==> src/common/scs_pkg.sv <==
package scs_pkg;
  // ------------------------------------------------------------
  // timing
  // ------------------------------------------------------------
  localparam int CLK_HZ = 20000000;
  localparam int TICK_HZ = 400;
  localparam int TICK_CYC = CLK_HZ / TICK_HZ;
  localparam int AUTO_STILL_MS = 7500;
  localparam logic [11:0] AUTO_TICKS = 12'(AUTO_STILL_MS * TICK_HZ / 1000);
  localparam int MAN_CAL_S = 30;
  localparam logic [13:0] MAN_TICKS = 14'(MAN_CAL_S * TICK_HZ);
  localparam int LED_HZ = 4;
  localparam int LED_HALF_CYC = CLK_HZ / (2 * LED_HZ);
  localparam int TS_RST_MAX_US = 2500;
  localparam int TS_RST_MAX_CYC = TS_RST_MAX_US * (CLK_HZ / 1000000);
  // 2.5 ms frames: full count equals 10737418.2375 s
  localparam logic [31:0] TS_WRAP = 32'hffffffff;

  // ------------------------------------------------------------
  // packet framing and commands
  // ------------------------------------------------------------
  localparam logic [7:0] PKT_SOF = 8'h3a;
  localparam logic [7:0] PKT_EOF1 = 8'h0d;
  localparam logic [7:0] PKT_EOF2 = 8'h0a;
  localparam logic [15:0] SENSOR_ID_DEF = 16'h0001;
  localparam logic [15:0] LEN_NONE = 16'h0000;
  localparam logic [15:0] LEN_BYTE = 16'h0001;
  localparam logic [15:0] LEN_HALF = 16'h0002;
  localparam logic [15:0] LEN_WORD = 16'h0004;
  localparam logic [15:0] CMD_ACK = 16'h0000;
  localparam logic [15:0] CMD_NACK = 16'h0001;
  localparam logic [15:0] CMD_START_CAL = 16'h0004;
  localparam logic [15:0] CMD_SET_AUTO = 16'h0005;
  localparam logic [15:0] CMD_SET_THR_EN = 16'h0006;
  localparam logic [15:0] CMD_SET_THR_LIM = 16'h0007;
  localparam logic [15:0] CMD_GET_TS = 16'h0008;
  localparam logic [15:0] CMD_GET_STATUS = 16'h0009;
  localparam logic [15:0] CMD_GET_BIAS = 16'h000a;
  localparam logic [15:0] CMD_ARM_TS = 16'h0053;

  // ------------------------------------------------------------
  // motion thresholds and reset values
  // ------------------------------------------------------------
  localparam logic [15:0] STILL_LIM = 16'h0040;
  localparam logic [15:0] THR_LIM_RST = 16'h0020;
  localparam logic AUTO_EN_RST = 1'b1;
  localparam logic THR_EN_RST = 1'b0;

  typedef enum logic [11:0] {
    RX_IDLE = 12'h001, RX_ID0 = 12'h002, RX_ID1 = 12'h004,
    RX_CM0 = 12'h008, RX_CM1 = 12'h010, RX_LN0 = 12'h020,
    RX_LN1 = 12'h040, RX_DAT = 12'h080, RX_CK0 = 12'h100,
    RX_CK1 = 12'h200, RX_T0 = 12'h400, RX_T1 = 12'h800
  } scs_rx_state_t;
endpackage : scs_pkg

==> src/common/scs_if.sv <==
`timescale 1ns/1ps
interface scs_if;
  logic req_valid;
  logic [15:0] req_cmd;
  logic [15:0] req_len;
  logic [31:0] req_data;
  logic rsp_valid;
  logic rsp_ready;
  logic [15:0] rsp_cmd;
  logic [15:0] rsp_len;
  logic [31:0] rsp_data;
  modport rx_mp(output req_valid, req_cmd, req_len, req_data);
  modport core_mp(input req_valid, req_cmd, req_len, req_data, rsp_ready,
                  output rsp_valid, rsp_cmd, rsp_len, rsp_data);
  modport tx_mp(input rsp_valid, rsp_cmd, rsp_len, rsp_data, output rsp_ready);
endinterface : scs_if

==> src/rtl/scs_ctrl.sv <==
`timescale 1ns/1ps
// Functional notes
// - With auto calibration on, stillness beyond 7.5 s reloads the gyro bias from the sample.
// - A manual calibration command runs a bias calibration of 30 s, then normal output resumes.
// - With the threshold on, motion samples slower than the set limit are dropped.
// - No command starts a magnetometer calibration; such a request gets a NACK.
// - Command 83 from the host arms the timestamp reset.
// - While armed the green indicator blinks at 4 Hz.
// - An armed low-going sync clears the timestamp within 2.5 ms.
// - The timestamp wraps to zero after 10737418.2375 s.
// - Sampling and processing run on a fixed 400 Hz frame tick.
// - Only the host starts transactions, either read or write; this block only answers.
// - A read request normally has no data and is answered with the data asked for.
// - Each write is answered with an acknowledge on success, else a negative acknowledge.
// - Frames are start byte, id, command, length, data, checksum, CR LF, low bytes first.
// - The checksum is the 16-bit sum of id, command, length and data bytes; mismatch is an error.
module scs_ctrl
  import scs_pkg::*;
#(
  parameter int TICK_CYC_P = TICK_CYC,
  parameter int LED_HALF_P = LED_HALF_CYC,
  parameter logic [15:0] SENSOR_ID_P = SENSOR_ID_DEF
)
(
  input wire logic ref_clk, // 20 MHz clock
  input wire logic rst_n, // async reset
  input wire logic rx_valid, // host byte strobe
  input wire logic [7:0] rx_data, // host byte
  input wire logic tx_ready, // link takes byte
  output logic tx_valid, // reply byte offered
  output logic [7:0] tx_data, // reply byte
  input wire logic sync_n, // external sync line
  input wire logic [15:0] gyro_in, // raw gyro rate
  output logic [15:0] gyro_bias, // bias offset
  output logic motion_valid, // processed sample
  output logic [15:0] motion_data, // bias-corrected rate
  output logic cal_busy, // manual calibration
  output logic [31:0] timestamp, // frame count
  output logic frame_tick, // 400 Hz pulse
  output logic led_green, // status indicator
  output logic pkt_err // bad frame pulse
);
  localparam int TW = $clog2(TICK_CYC_P);
  localparam int LW = $clog2(LED_HALF_P);

  scs_if link();

  logic [TW-1:0] tick_cnt;
  logic [LW-1:0] led_cnt;
  logic led_blink;
  logic armed;
  logic sync_m, sync_s, sync_d;
  logic auto_en, thr_en;
  logic [15:0] thr_lim;
  logic [11:0] still_cnt;
  logic [13:0] cal_cnt;
  logic pend;
  logic [15:0] p_cmd, p_len;
  logic [31:0] p_data;

  // ------------------------------------------------------------
  // packet engines
  // ------------------------------------------------------------
  scs_rx u_rx (
    .ref_clk(ref_clk),
    .rst_n(rst_n),
    .rx_valid(rx_valid),
    .rx_data(rx_data),
    .sensor_id(SENSOR_ID_P),
    .pkt_err(pkt_err),
    .bus(link.rx_mp)
  );

  scs_tx u_tx (
    .ref_clk(ref_clk),
    .rst_n(rst_n),
    .sensor_id(SENSOR_ID_P),
    .tx_ready(tx_ready),
    .tx_valid(tx_valid),
    .tx_data(tx_data),
    .bus(link.tx_mp)
  );

  // ------------------------------------------------------------
  // frame tick and timestamp
  // ------------------------------------------------------------
  wire tick = (tick_cnt == TW'(TICK_CYC_P - 1));
  wire sync_fall = sync_d && !sync_s;
  wire ts_fire = armed && sync_fall;
  wire [31:0] next_ts = (timestamp == TS_WRAP) ? 32'h00000000 : timestamp + 32'h00000001;

  always_ff @(posedge ref_clk or negedge rst_n)
  begin
    if (!rst_n)
      tick_cnt <= '0;
    else
      tick_cnt <= tick ? '0 : tick_cnt + TW'(1);
  end

  // clear beats the frame count; done in a few cycles, far inside 2.5 ms
  always_ff @(posedge ref_clk or negedge rst_n)
  begin
    if (!rst_n)
      timestamp <= 32'h00000000;
    else if (ts_fire)
      timestamp <= 32'h00000000;
    else if (tick)
      timestamp <= next_ts;
  end

  // ------------------------------------------------------------
  // sync line and arm state
  // ------------------------------------------------------------
  // first stage feeds only the second; edge taken from later stages
  always_ff @(posedge ref_clk or negedge rst_n)
  begin
    if (!rst_n)
      {sync_m, sync_s, sync_d} <= 3'h7;
    else
      {sync_m, sync_s, sync_d} <= {sync_n, sync_m, sync_s};
  end

  wire cmd_take = pend && link.rsp_ready;
  wire arm_cmd = cmd_take && (p_cmd == CMD_ARM_TS);

  // a fresh arm in the firing cycle wins over the disarm
  always_ff @(posedge ref_clk or negedge rst_n)
  begin
    if (!rst_n)
      armed <= 1'b0;
    else if (arm_cmd)
      armed <= 1'b1;
    else if (ts_fire)
      armed <= 1'b0;
  end

  // ------------------------------------------------------------
  // status indicator: steady on, blinking while armed
  // ------------------------------------------------------------
  wire led_flip = (led_cnt == LW'(LED_HALF_P - 1));

  always_ff @(posedge ref_clk or negedge rst_n)
  begin
    if (!rst_n)
    begin
      led_cnt <= '0;
      led_blink <= 1'b1;
      led_green <= 1'b1;
    end
    else
    begin
      led_cnt <= (!armed || led_flip) ? '0 : led_cnt + LW'(1);
      led_blink <= !armed ? 1'b1 : (led_flip ? !led_blink : led_blink);
      led_green <= !armed || led_blink;
    end
  end

  // ------------------------------------------------------------
  // gyro bias calibration and threshold
  // ------------------------------------------------------------
  wire [15:0] corr = gyro_in - gyro_bias;
  wire [15:0] corr_mag = corr[15] ? 16'(-corr) : corr;
  wire still = corr_mag < STILL_LIM;
  wire auto_hit = auto_en && still && (still_cnt == AUTO_TICKS);
  wire cal_end = cal_busy && (cal_cnt == MAN_TICKS - 14'h0001);
  wire bias_load = tick && (auto_hit || cal_end);
  wire thr_drop = thr_en && (corr_mag < thr_lim);
  wire cal_start = cmd_take && (p_cmd == CMD_START_CAL) && !cal_busy;

  // stillness counted in frames; motion restarts the wait
  always_ff @(posedge ref_clk or negedge rst_n)
  begin
    if (!rst_n)
      still_cnt <= 12'h000;
    else if (tick)
      still_cnt <= (!auto_en || !still || auto_hit) ? 12'h000 : still_cnt + 12'h001;
  end

  // manual run holds output for the whole window
  always_ff @(posedge ref_clk or negedge rst_n)
  begin
    if (!rst_n)
    begin
      cal_busy <= 1'b0;
      cal_cnt <= 14'h0000;
    end
    else if (cal_start)
    begin
      cal_busy <= 1'b1;
      cal_cnt <= 14'h0000;
    end
    else if (tick && cal_busy)
    begin
      cal_busy <= !cal_end;
      cal_cnt <= cal_cnt + 14'h0001;
    end
  end

  // bias is the single sample at the end; no averaging is done
  always_ff @(posedge ref_clk or negedge rst_n)
  begin
    if (!rst_n)
      gyro_bias <= 16'h0000;
    else if (bias_load)
      gyro_bias <= gyro_in;
  end

  always_ff @(posedge ref_clk or negedge rst_n)
  begin
    if (!rst_n)
    begin
      motion_valid <= 1'b0;
      motion_data <= 16'h0000;
      frame_tick <= 1'b0;
    end
    else
    begin
      frame_tick <= tick;
      motion_valid <= tick && !cal_busy && !thr_drop;
      if (tick)
        motion_data <= corr;
    end
  end

  // ------------------------------------------------------------
  // request decode and reply
  // ------------------------------------------------------------
  wire is_get = (p_cmd == CMD_GET_TS) || (p_cmd == CMD_GET_STATUS) ||
                (p_cmd == CMD_GET_BIAS);
  // unknown numbers, magnetometer calibration among them, get a NACK
  wire set_ok = (p_cmd == CMD_ARM_TS) ||
                ((p_cmd == CMD_START_CAL) && !cal_busy) ||
                ((p_cmd == CMD_SET_AUTO) && (p_len >= LEN_BYTE)) ||
                ((p_cmd == CMD_SET_THR_EN) && (p_len >= LEN_BYTE)) ||
                ((p_cmd == CMD_SET_THR_LIM) && (p_len >= LEN_HALF));
  wire [31:0] status = {28'h0000000, armed, cal_busy, thr_en, auto_en};
  wire [31:0] get_word = (p_cmd == CMD_GET_TS) ? timestamp :
                         (p_cmd == CMD_GET_STATUS) ? status : {16'h0000, gyro_bias};

  assign link.rsp_valid = pend;
  assign link.rsp_cmd = is_get ? p_cmd : (set_ok ? CMD_ACK : CMD_NACK);
  assign link.rsp_len = is_get ? LEN_WORD : LEN_NONE;
  assign link.rsp_data = is_get ? get_word : 32'h00000000;

  // one request held at a time; a request while one is still pending is dropped
  always_ff @(posedge ref_clk or negedge rst_n)
  begin
    if (!rst_n)
    begin
      pend <= 1'b0;
      {p_cmd, p_len, p_data} <= '0;
    end
    else if (link.req_valid && !pend)
    begin
      pend <= 1'b1;
      {p_cmd, p_len, p_data} <= {link.req_cmd, link.req_len, link.req_data};
    end
    else if (cmd_take)
      pend <= 1'b0;
  end

  // writes land when the reply is accepted
  always_ff @(posedge ref_clk or negedge rst_n)
  begin
    if (!rst_n)
    begin
      auto_en <= AUTO_EN_RST;
      thr_en <= THR_EN_RST;
      thr_lim <= THR_LIM_RST;
    end
    else if (cmd_take && set_ok)
    begin
      if (p_cmd == CMD_SET_AUTO)
        auto_en <= p_data[0];
      if (p_cmd == CMD_SET_THR_EN)
        thr_en <= p_data[0];
      if (p_cmd == CMD_SET_THR_LIM)
        thr_lim <= p_data[15:0];
    end
  end
endmodule : scs_ctrl

==> src/rtl/scs_rx.sv <==
`timescale 1ns/1ps
module scs_rx
  import scs_pkg::*;
(
  input wire logic ref_clk, // system clock
  input wire logic rst_n, // async reset
  input wire logic rx_valid, // byte strobe
  input wire logic [7:0] rx_data, // received byte
  input wire logic [15:0] sensor_id, // own address
  output logic pkt_err, // bad frame pulse
  scs_if.rx_mp bus // parsed request
);
  scs_rx_state_t state, next_state;
  logic [15:0] id, cmd, len, cnt, sum, ck;
  logic [31:0] data;
  wire [15:0] word = {rx_data, ck[7:0]};
  wire data_last = (cnt == len - LEN_BYTE);
  wire sum_ok = ({rx_data, ck[7:0]} == sum);

  // ------------------------------------------------------------
  // frame walk
  // ------------------------------------------------------------
  always_comb
  begin
    next_state = state;
    if (rx_valid)
    begin
      unique case (state)
        RX_IDLE: next_state = (rx_data == PKT_SOF) ? RX_ID0 : RX_IDLE;
        RX_ID0: next_state = RX_ID1;
        RX_ID1: next_state = RX_CM0;
        RX_CM0: next_state = RX_CM1;
        RX_CM1: next_state = RX_LN0;
        RX_LN0: next_state = RX_LN1;
        RX_LN1: next_state = (word == LEN_NONE) ? RX_CK0 : RX_DAT;
        RX_DAT: next_state = data_last ? RX_CK0 : RX_DAT;
        RX_CK0: next_state = RX_CK1;
        RX_CK1: next_state = RX_T0;
        RX_T0: next_state = (rx_data == PKT_EOF1) ? RX_T1 : RX_IDLE;
        RX_T1: next_state = RX_IDLE;
        default: next_state = RX_IDLE;
      endcase
    end
  end

  // fields, running sum of 16-bit words and data bytes
  always_ff @(posedge ref_clk or negedge rst_n)
  begin
    if (!rst_n)
    begin
      state <= RX_IDLE;
      {id, cmd, len, cnt, sum, ck, data} <= '0;
      bus.req_valid <= 1'b0;
      pkt_err <= 1'b0;
    end
    else
    begin
      state <= next_state;
      bus.req_valid <= 1'b0;
      pkt_err <= 1'b0;
      if (rx_valid)
      begin
        ck[7:0] <= rx_data;
        unique case (state)
          RX_IDLE: {sum, cnt, data} <= '0;
          RX_ID1: {id, sum} <= {word, sum + word};
          RX_CM1: {cmd, sum} <= {word, sum + word};
          RX_LN1: {len, sum} <= {word, sum + word};
          RX_DAT:
          begin
            sum <= sum + {8'h00, rx_data};
            cnt <= cnt + LEN_BYTE;
            if (cnt < LEN_WORD)
              data[cnt[1:0]*8 +: 8] <= rx_data;
          end
          RX_CK1: ck <= {7'h00, sum_ok, 8'h00};
          RX_T0: pkt_err <= (rx_data != PKT_EOF1);
          RX_T1:
          begin
            // checksum mismatch is reported, frame dropped
            pkt_err <= (rx_data != PKT_EOF2) || !ck[8];
            bus.req_valid <= (rx_data == PKT_EOF2) && ck[8] && (id == sensor_id);
          end
          default: ;
        endcase
      end
    end
  end

  assign bus.req_cmd = cmd;
  assign bus.req_len = len;
  assign bus.req_data = data;
endmodule : scs_rx

==> src/rtl/scs_tx.sv <==
`timescale 1ns/1ps
module scs_tx
  import scs_pkg::*;
(
  input wire logic ref_clk, // system clock
  input wire logic rst_n, // async reset
  input wire logic [15:0] sensor_id, // own address
  input wire logic tx_ready, // sink takes byte
  output logic tx_valid, // byte offered
  output logic [7:0] tx_data, // byte out
  scs_if.tx_mp bus // response to send
);
  logic busy;
  logic [4:0] idx;
  logic [15:0] cmd, len, ck;
  logic [31:0] data;
  logic [7:0] next_byte;
  wire [4:0] len5 = len[4:0];
  wire [4:0] nidx = idx + 5'h01;
  wire [4:0] last = len5 + 5'h0a;
  wire take = bus.rsp_valid && !busy;
  // checksum over id, command, length and the data bytes sent
  wire [15:0] dsum = (bus.rsp_len == LEN_WORD) ?
    16'(bus.rsp_data[7:0]) + 16'(bus.rsp_data[15:8]) +
    16'(bus.rsp_data[23:16]) + 16'(bus.rsp_data[31:24]) : 16'h0000;
  wire [15:0] next_ck = sensor_id + bus.rsp_cmd + bus.rsp_len + dsum;

  assign bus.rsp_ready = !busy;
  assign tx_valid = busy;

  // ------------------------------------------------------------
  // byte order: low byte first
  // ------------------------------------------------------------
  always_comb
  begin
    next_byte = PKT_EOF2;
    if (nidx < 5'h07)
      next_byte = (nidx[0] ? (nidx == 5'h01 ? sensor_id[7:0] : nidx == 5'h03 ?
        cmd[7:0] : len[7:0]) : (nidx == 5'h02 ? sensor_id[15:8] : nidx == 5'h04 ?
        cmd[15:8] : len[15:8]));
    else if (nidx < 5'h07 + len5)
      next_byte = data[(nidx - 5'h07)*8 +: 8];
    else if (nidx - len5 == 5'h07)
      next_byte = ck[7:0];
    else if (nidx - len5 == 5'h08)
      next_byte = ck[15:8];
    else if (nidx - len5 == 5'h09)
      next_byte = PKT_EOF1;
  end

  always_ff @(posedge ref_clk or negedge rst_n)
  begin
    if (!rst_n)
    begin
      {busy, idx, cmd, len, ck, data} <= '0;
      tx_data <= 8'h00;
    end
    else if (take)
    begin
      {busy, idx, tx_data} <= {1'b1, 5'h00, PKT_SOF};
      {cmd, len, ck, data} <= {bus.rsp_cmd, bus.rsp_len, next_ck, bus.rsp_data};
    end
    else if (busy && tx_ready)
    begin
      busy <= (idx != last);
      idx <= nidx;
      tx_data <= next_byte;
    end
  end
endmodule : scs_tx

==> config.mk <==
export PLATFORM = sky130hd
export DESIGN_NAME = scs_ctrl
export DESIGN_NICKNAME = d
export VERILOG_FILES = /design/src/common/scs_pkg.sv /design/src/common/scs_if.sv /design/src/rtl/scs_ctrl.sv /design/src/rtl/scs_rx.sv /design/src/rtl/scs_tx.sv
export SDC_FILE = /design/constraint.sdc
export NUM_CORES = 1
export LEC_CHECK = 0
export BUFFER_PORTS_ARGS = -buffer_cell sky130_fd_sc_hd__buf_2
export CORE_AREA = 2 2 304 306
export DETAILED_ROUTE_END_ITERATION = 10
export DIE_AREA = 0 0 306 308
export GPL_ROUTABILITY_DRIVEN = 0
export PLACE_DENSITY = 0.39
export SETUP_SLACK_MARGIN = 0.1
export SLEW_MARGIN = 20
export SYNTH_ARGS = -nofsm -noshare
export SYNTH_HDL_FRONTEND = slang
export SYNTH_SLANG_ARGS = --single-unit
export TNS_END_PERCENT = 50
==> constraint.sdc <==
create_clock -name ref_clk -period 10.3 [get_ports ref_clk]
set_input_delay 0.515 -clock ref_clk [delete_from_list [all_inputs] [get_ports ref_clk]]
set_output_delay 0.515 -clock ref_clk [all_outputs]
set_load 0.1 [all_outputs]
==> impl_metrics.yaml <==
power_and_ir_drop:
  combPwrFrac: 0.189
  p_sw_frac: 0.315
  ir_worst_vdd_mv: 0.110
  p_per_area_mw_per_mm2: 166
  power_leakage_nw: 12.0
  power.switching_mw: 1.36
  clock_power_share: 0.421
  p_int_mw: 2.97
  seqPwrFrac: 0.391
synthesis:
  async_reset_ff_frac: 1.00
  seq_area_frac_synth: 0.447
  synth_warnings: 0
  yosys.area.top_type: "dfrtp_1"
  synth_most_common_cell: "dfrtp_1"
  synth_cell_types: 84
  synth_top_area_share: 0.437
  synthTopCellsByCount: "dfrtp_1, nand2_1, nor2_1, mux2_2, o21ai_0"
  synth-seq-cells: 402
  synth_ff_type: "dfrtp_1"
  syn_inst: 2283
  avgSynthCellArea_um2: 9.88
  syn_area_mm2: 0.0225
  synth-edff-count: 0
  synthTopCellsByArea: "dfrtp_1, mux2_2, ha_1"
global_routing:
  grt_max_degree: 92
  grt-ovfl-total: 0
  grt_pass1_vias: 17400
  met2_usage: 0.226
  met1_usage: 0.193
  grtUsageMet3: 0.0212
  antenna_found_initial: 2
  track_usage: 0.139
  grt_pass1_wl_mm: 104
  grt_busiest_layer: "met2"
placed_design:
  port_buffers: 106
  place_hpwl_mm: 47.2
  placed_area_mm2: 0.0244
cells_and_area:
  final_area_mm2: 0.0261
  synthToLayoutAreaGrowth_pct: 15.8
  n_antenna_cell: 0
  ff_latch_area_mm2: 0.0101
  nets: 2523
  multi_input_area_mm2: 0.0117
  layout-drive-gt1-share: 0.164
  nFillCells: 9521
worst_setup_path:
  reg2reg_setup_slack_ns: 3.24
  r2r_cells: 25
  critPathArrivalTime_ns: 7.50
  end_kind: "register"
  reg2reg_from: "p_cmd[9]"
  critical_path_required_ns: 10.74
  path_max_fanout: 14
  r2r-end: "u_tx.ck[10]"
  cp-start-kind: "register"
  critPathKind: "register to register"
floorplanning:
  rows: 111
  io_pins: 107
  fp.dieArea_mm2: 0.0942
  start_util: 0.248
  placeableCoreArea_mm2: 0.0910
  fp.dieW_um: 306
  die-height_um: 308
clock_tree:
  cts.sinks: 402
  path_clk_slew_ns: 0.06
  post_cts_resized: 0
  cts_htree_levels: 2
  cts_root_buffer: "clkbuf_16"
  tritoncts: "built"
  numCtsBuffers: 51
  ctsHoldBuffers: 1
  clock_latency_ns: 0.61
  clockBufferDepth: 3
  post_cts_buffers: 0
min_path:
  hold_class: "input port to register"
  min_path_cells: 1
  hold_start: "sync_n"
  min_to: "sync_m"
routing:
  drc: 0
  via_per_inst: 4.74
  ant_nets: 0
  drt_iter0_drc: 984
  avgRoutedWirePerCell_um: 18.3
  routed_wirelength_mm: 65.9
  vias: 17100
  dr.pass1.iters: 7
timing:
  relSlewSlack: 0.262
  max_freq_ghz: 0.142
  setup_viol: 0
  period_needed_ns: 7.06
  fin_setup_tns_ns: 0
  slew_viol_final: 0
  period_share: 0.686
  rsz0062_at_grt: "false"
  tightest_slew_ns: 1.10
  skew_ns: 0.0161
  timing.hold.ws_ns: 0.0642
  hold_viol: 0
status:
  outcome: "finished clean"
run:
  maxCapViolCount: 0
layout make-up:
| cell class | count | share of cell area |
|---|---|---|
| Clock inverter | 14 | 0.00733 |
| Multi-Input combinational cell | 1683 | 0.450 |
| Clock buffer | 77 | 0.0573 |
| Timing Repair Buffer | 127 | 0.0268 |
| Tap cell | 1186 | 0.0568 |
| Inverter | 113 | 0.0162 |
| Sequential cell | 402 | 0.386 |
cells in the final DEF (no fill, tap or decap), drive strengths merged, types with 12 or more instances in the layout:
cell,count
nor2,168
nor3,33
inv,114
a211oi,13
clkbuf,77
o21ai,128
o31ai,18
mux2i,16
nand2,277
and2,39
o21bai,13
a21oi,76
nand2b,19
nand4,36
ha,103
fa,13
or3,22
a22o,26
and3,23
a21o,31
nor4,34
a31oi,12
nor2b,15
xor2,81
dfrtp,394
mux2,146
buf,126
xnor2,85
nand3,93
critical path, stage by stage (launching register included):
cell and delay (ns):
dfrtp_1 0.37, nor4_1 0.33, nand3_1 0.18, nor3_1 0.48
nand3b_1 0.34, nor3b_2 0.83, a22o_1 0.27, ha_1 0.20
fa_1 0.45, fa_1 0.50, ha_1 0.17, inv_1 0.06
fa_1 0.48, nor2_1 0.05, ha_1 0.35, ha_1 0.30
a21o_1 0.18, a21oi_1 0.22, o21bai_1 0.09, a21oi_1 0.23
o21bai_1 0.09, a21oi_1 0.23, o21bai_1 0.09, a21oi_1 0.17
xor2_1 0.16, o21ai_0 0.09
power by group through the flow:
| stage | clock network [mW] | logic [mW] | registers [mW] |
|---|---|---|---|
| floorplan | 0 | 0.475 | 1.81 |
| global placement | 0 | 0.811 | 1.72 |
| detailed placement | 0 | 0.815 | 1.72 |
| CTS | 1.89 | 0.819 | 1.69 |
| global route | 1.95 | 0.898 | 1.70 |
| finish | 1.82 | 0.816 | 1.69 |
cell families after synthesis:
group	Yosys count	synth area share
simple gates	817	0.175
flops	402	0.447
other cells	1	0.000166
buf+inv	204	0.0355
fa+ha+maj	117	0.0691
compound gates	406	0.119
mux	170	0.0895
xor+xnor	166	0.0645
worst max-delay path by stage:
stage | startpoint | endpoint | slack [ns] | cells past startpoint
4_1_cts | p_cmd[9] | u_tx.ck[10] | 3.17 | 25
3_3_place_gp | p_cmd[9] | u_tx.ck[10] | 3.32 | 25
6_report | p_cmd[9] | u_tx.ck[10] | 3.24 | 25
2_1_floorplan | p_cmd[9] | u_tx.ck[10] | 4.45 | 25
3_5_place_dp | p_cmd[9] | u_tx.ck[10] | 3.19 | 25
5_1_grt | p_cmd[9] | u_tx.ck[10] | 2.56 | 27
routing by layer:
layer,up-vias,share of wire
li1,8228,-
met2,274,0.46
met3,80,0.036
met4,4,0.021
met5,-,0.00042
met1,8498,0.48
stage by stage:
step	power, mW	utilization	cells	setup WS, ns
6_report	4.33	0.287	3602	3.24
3_5_place_dp	2.54	0.268	3510	3.19
4_1_cts	4.41	0.287	3602	3.17
3_3_place_gp	2.53	0.268	3510	3.32
2_1_floorplan	2.29	-	2289	4.45
5_1_grt	4.55	0.287	3602	2.56
Note: power is estimated with default switching activity, not from simulation.
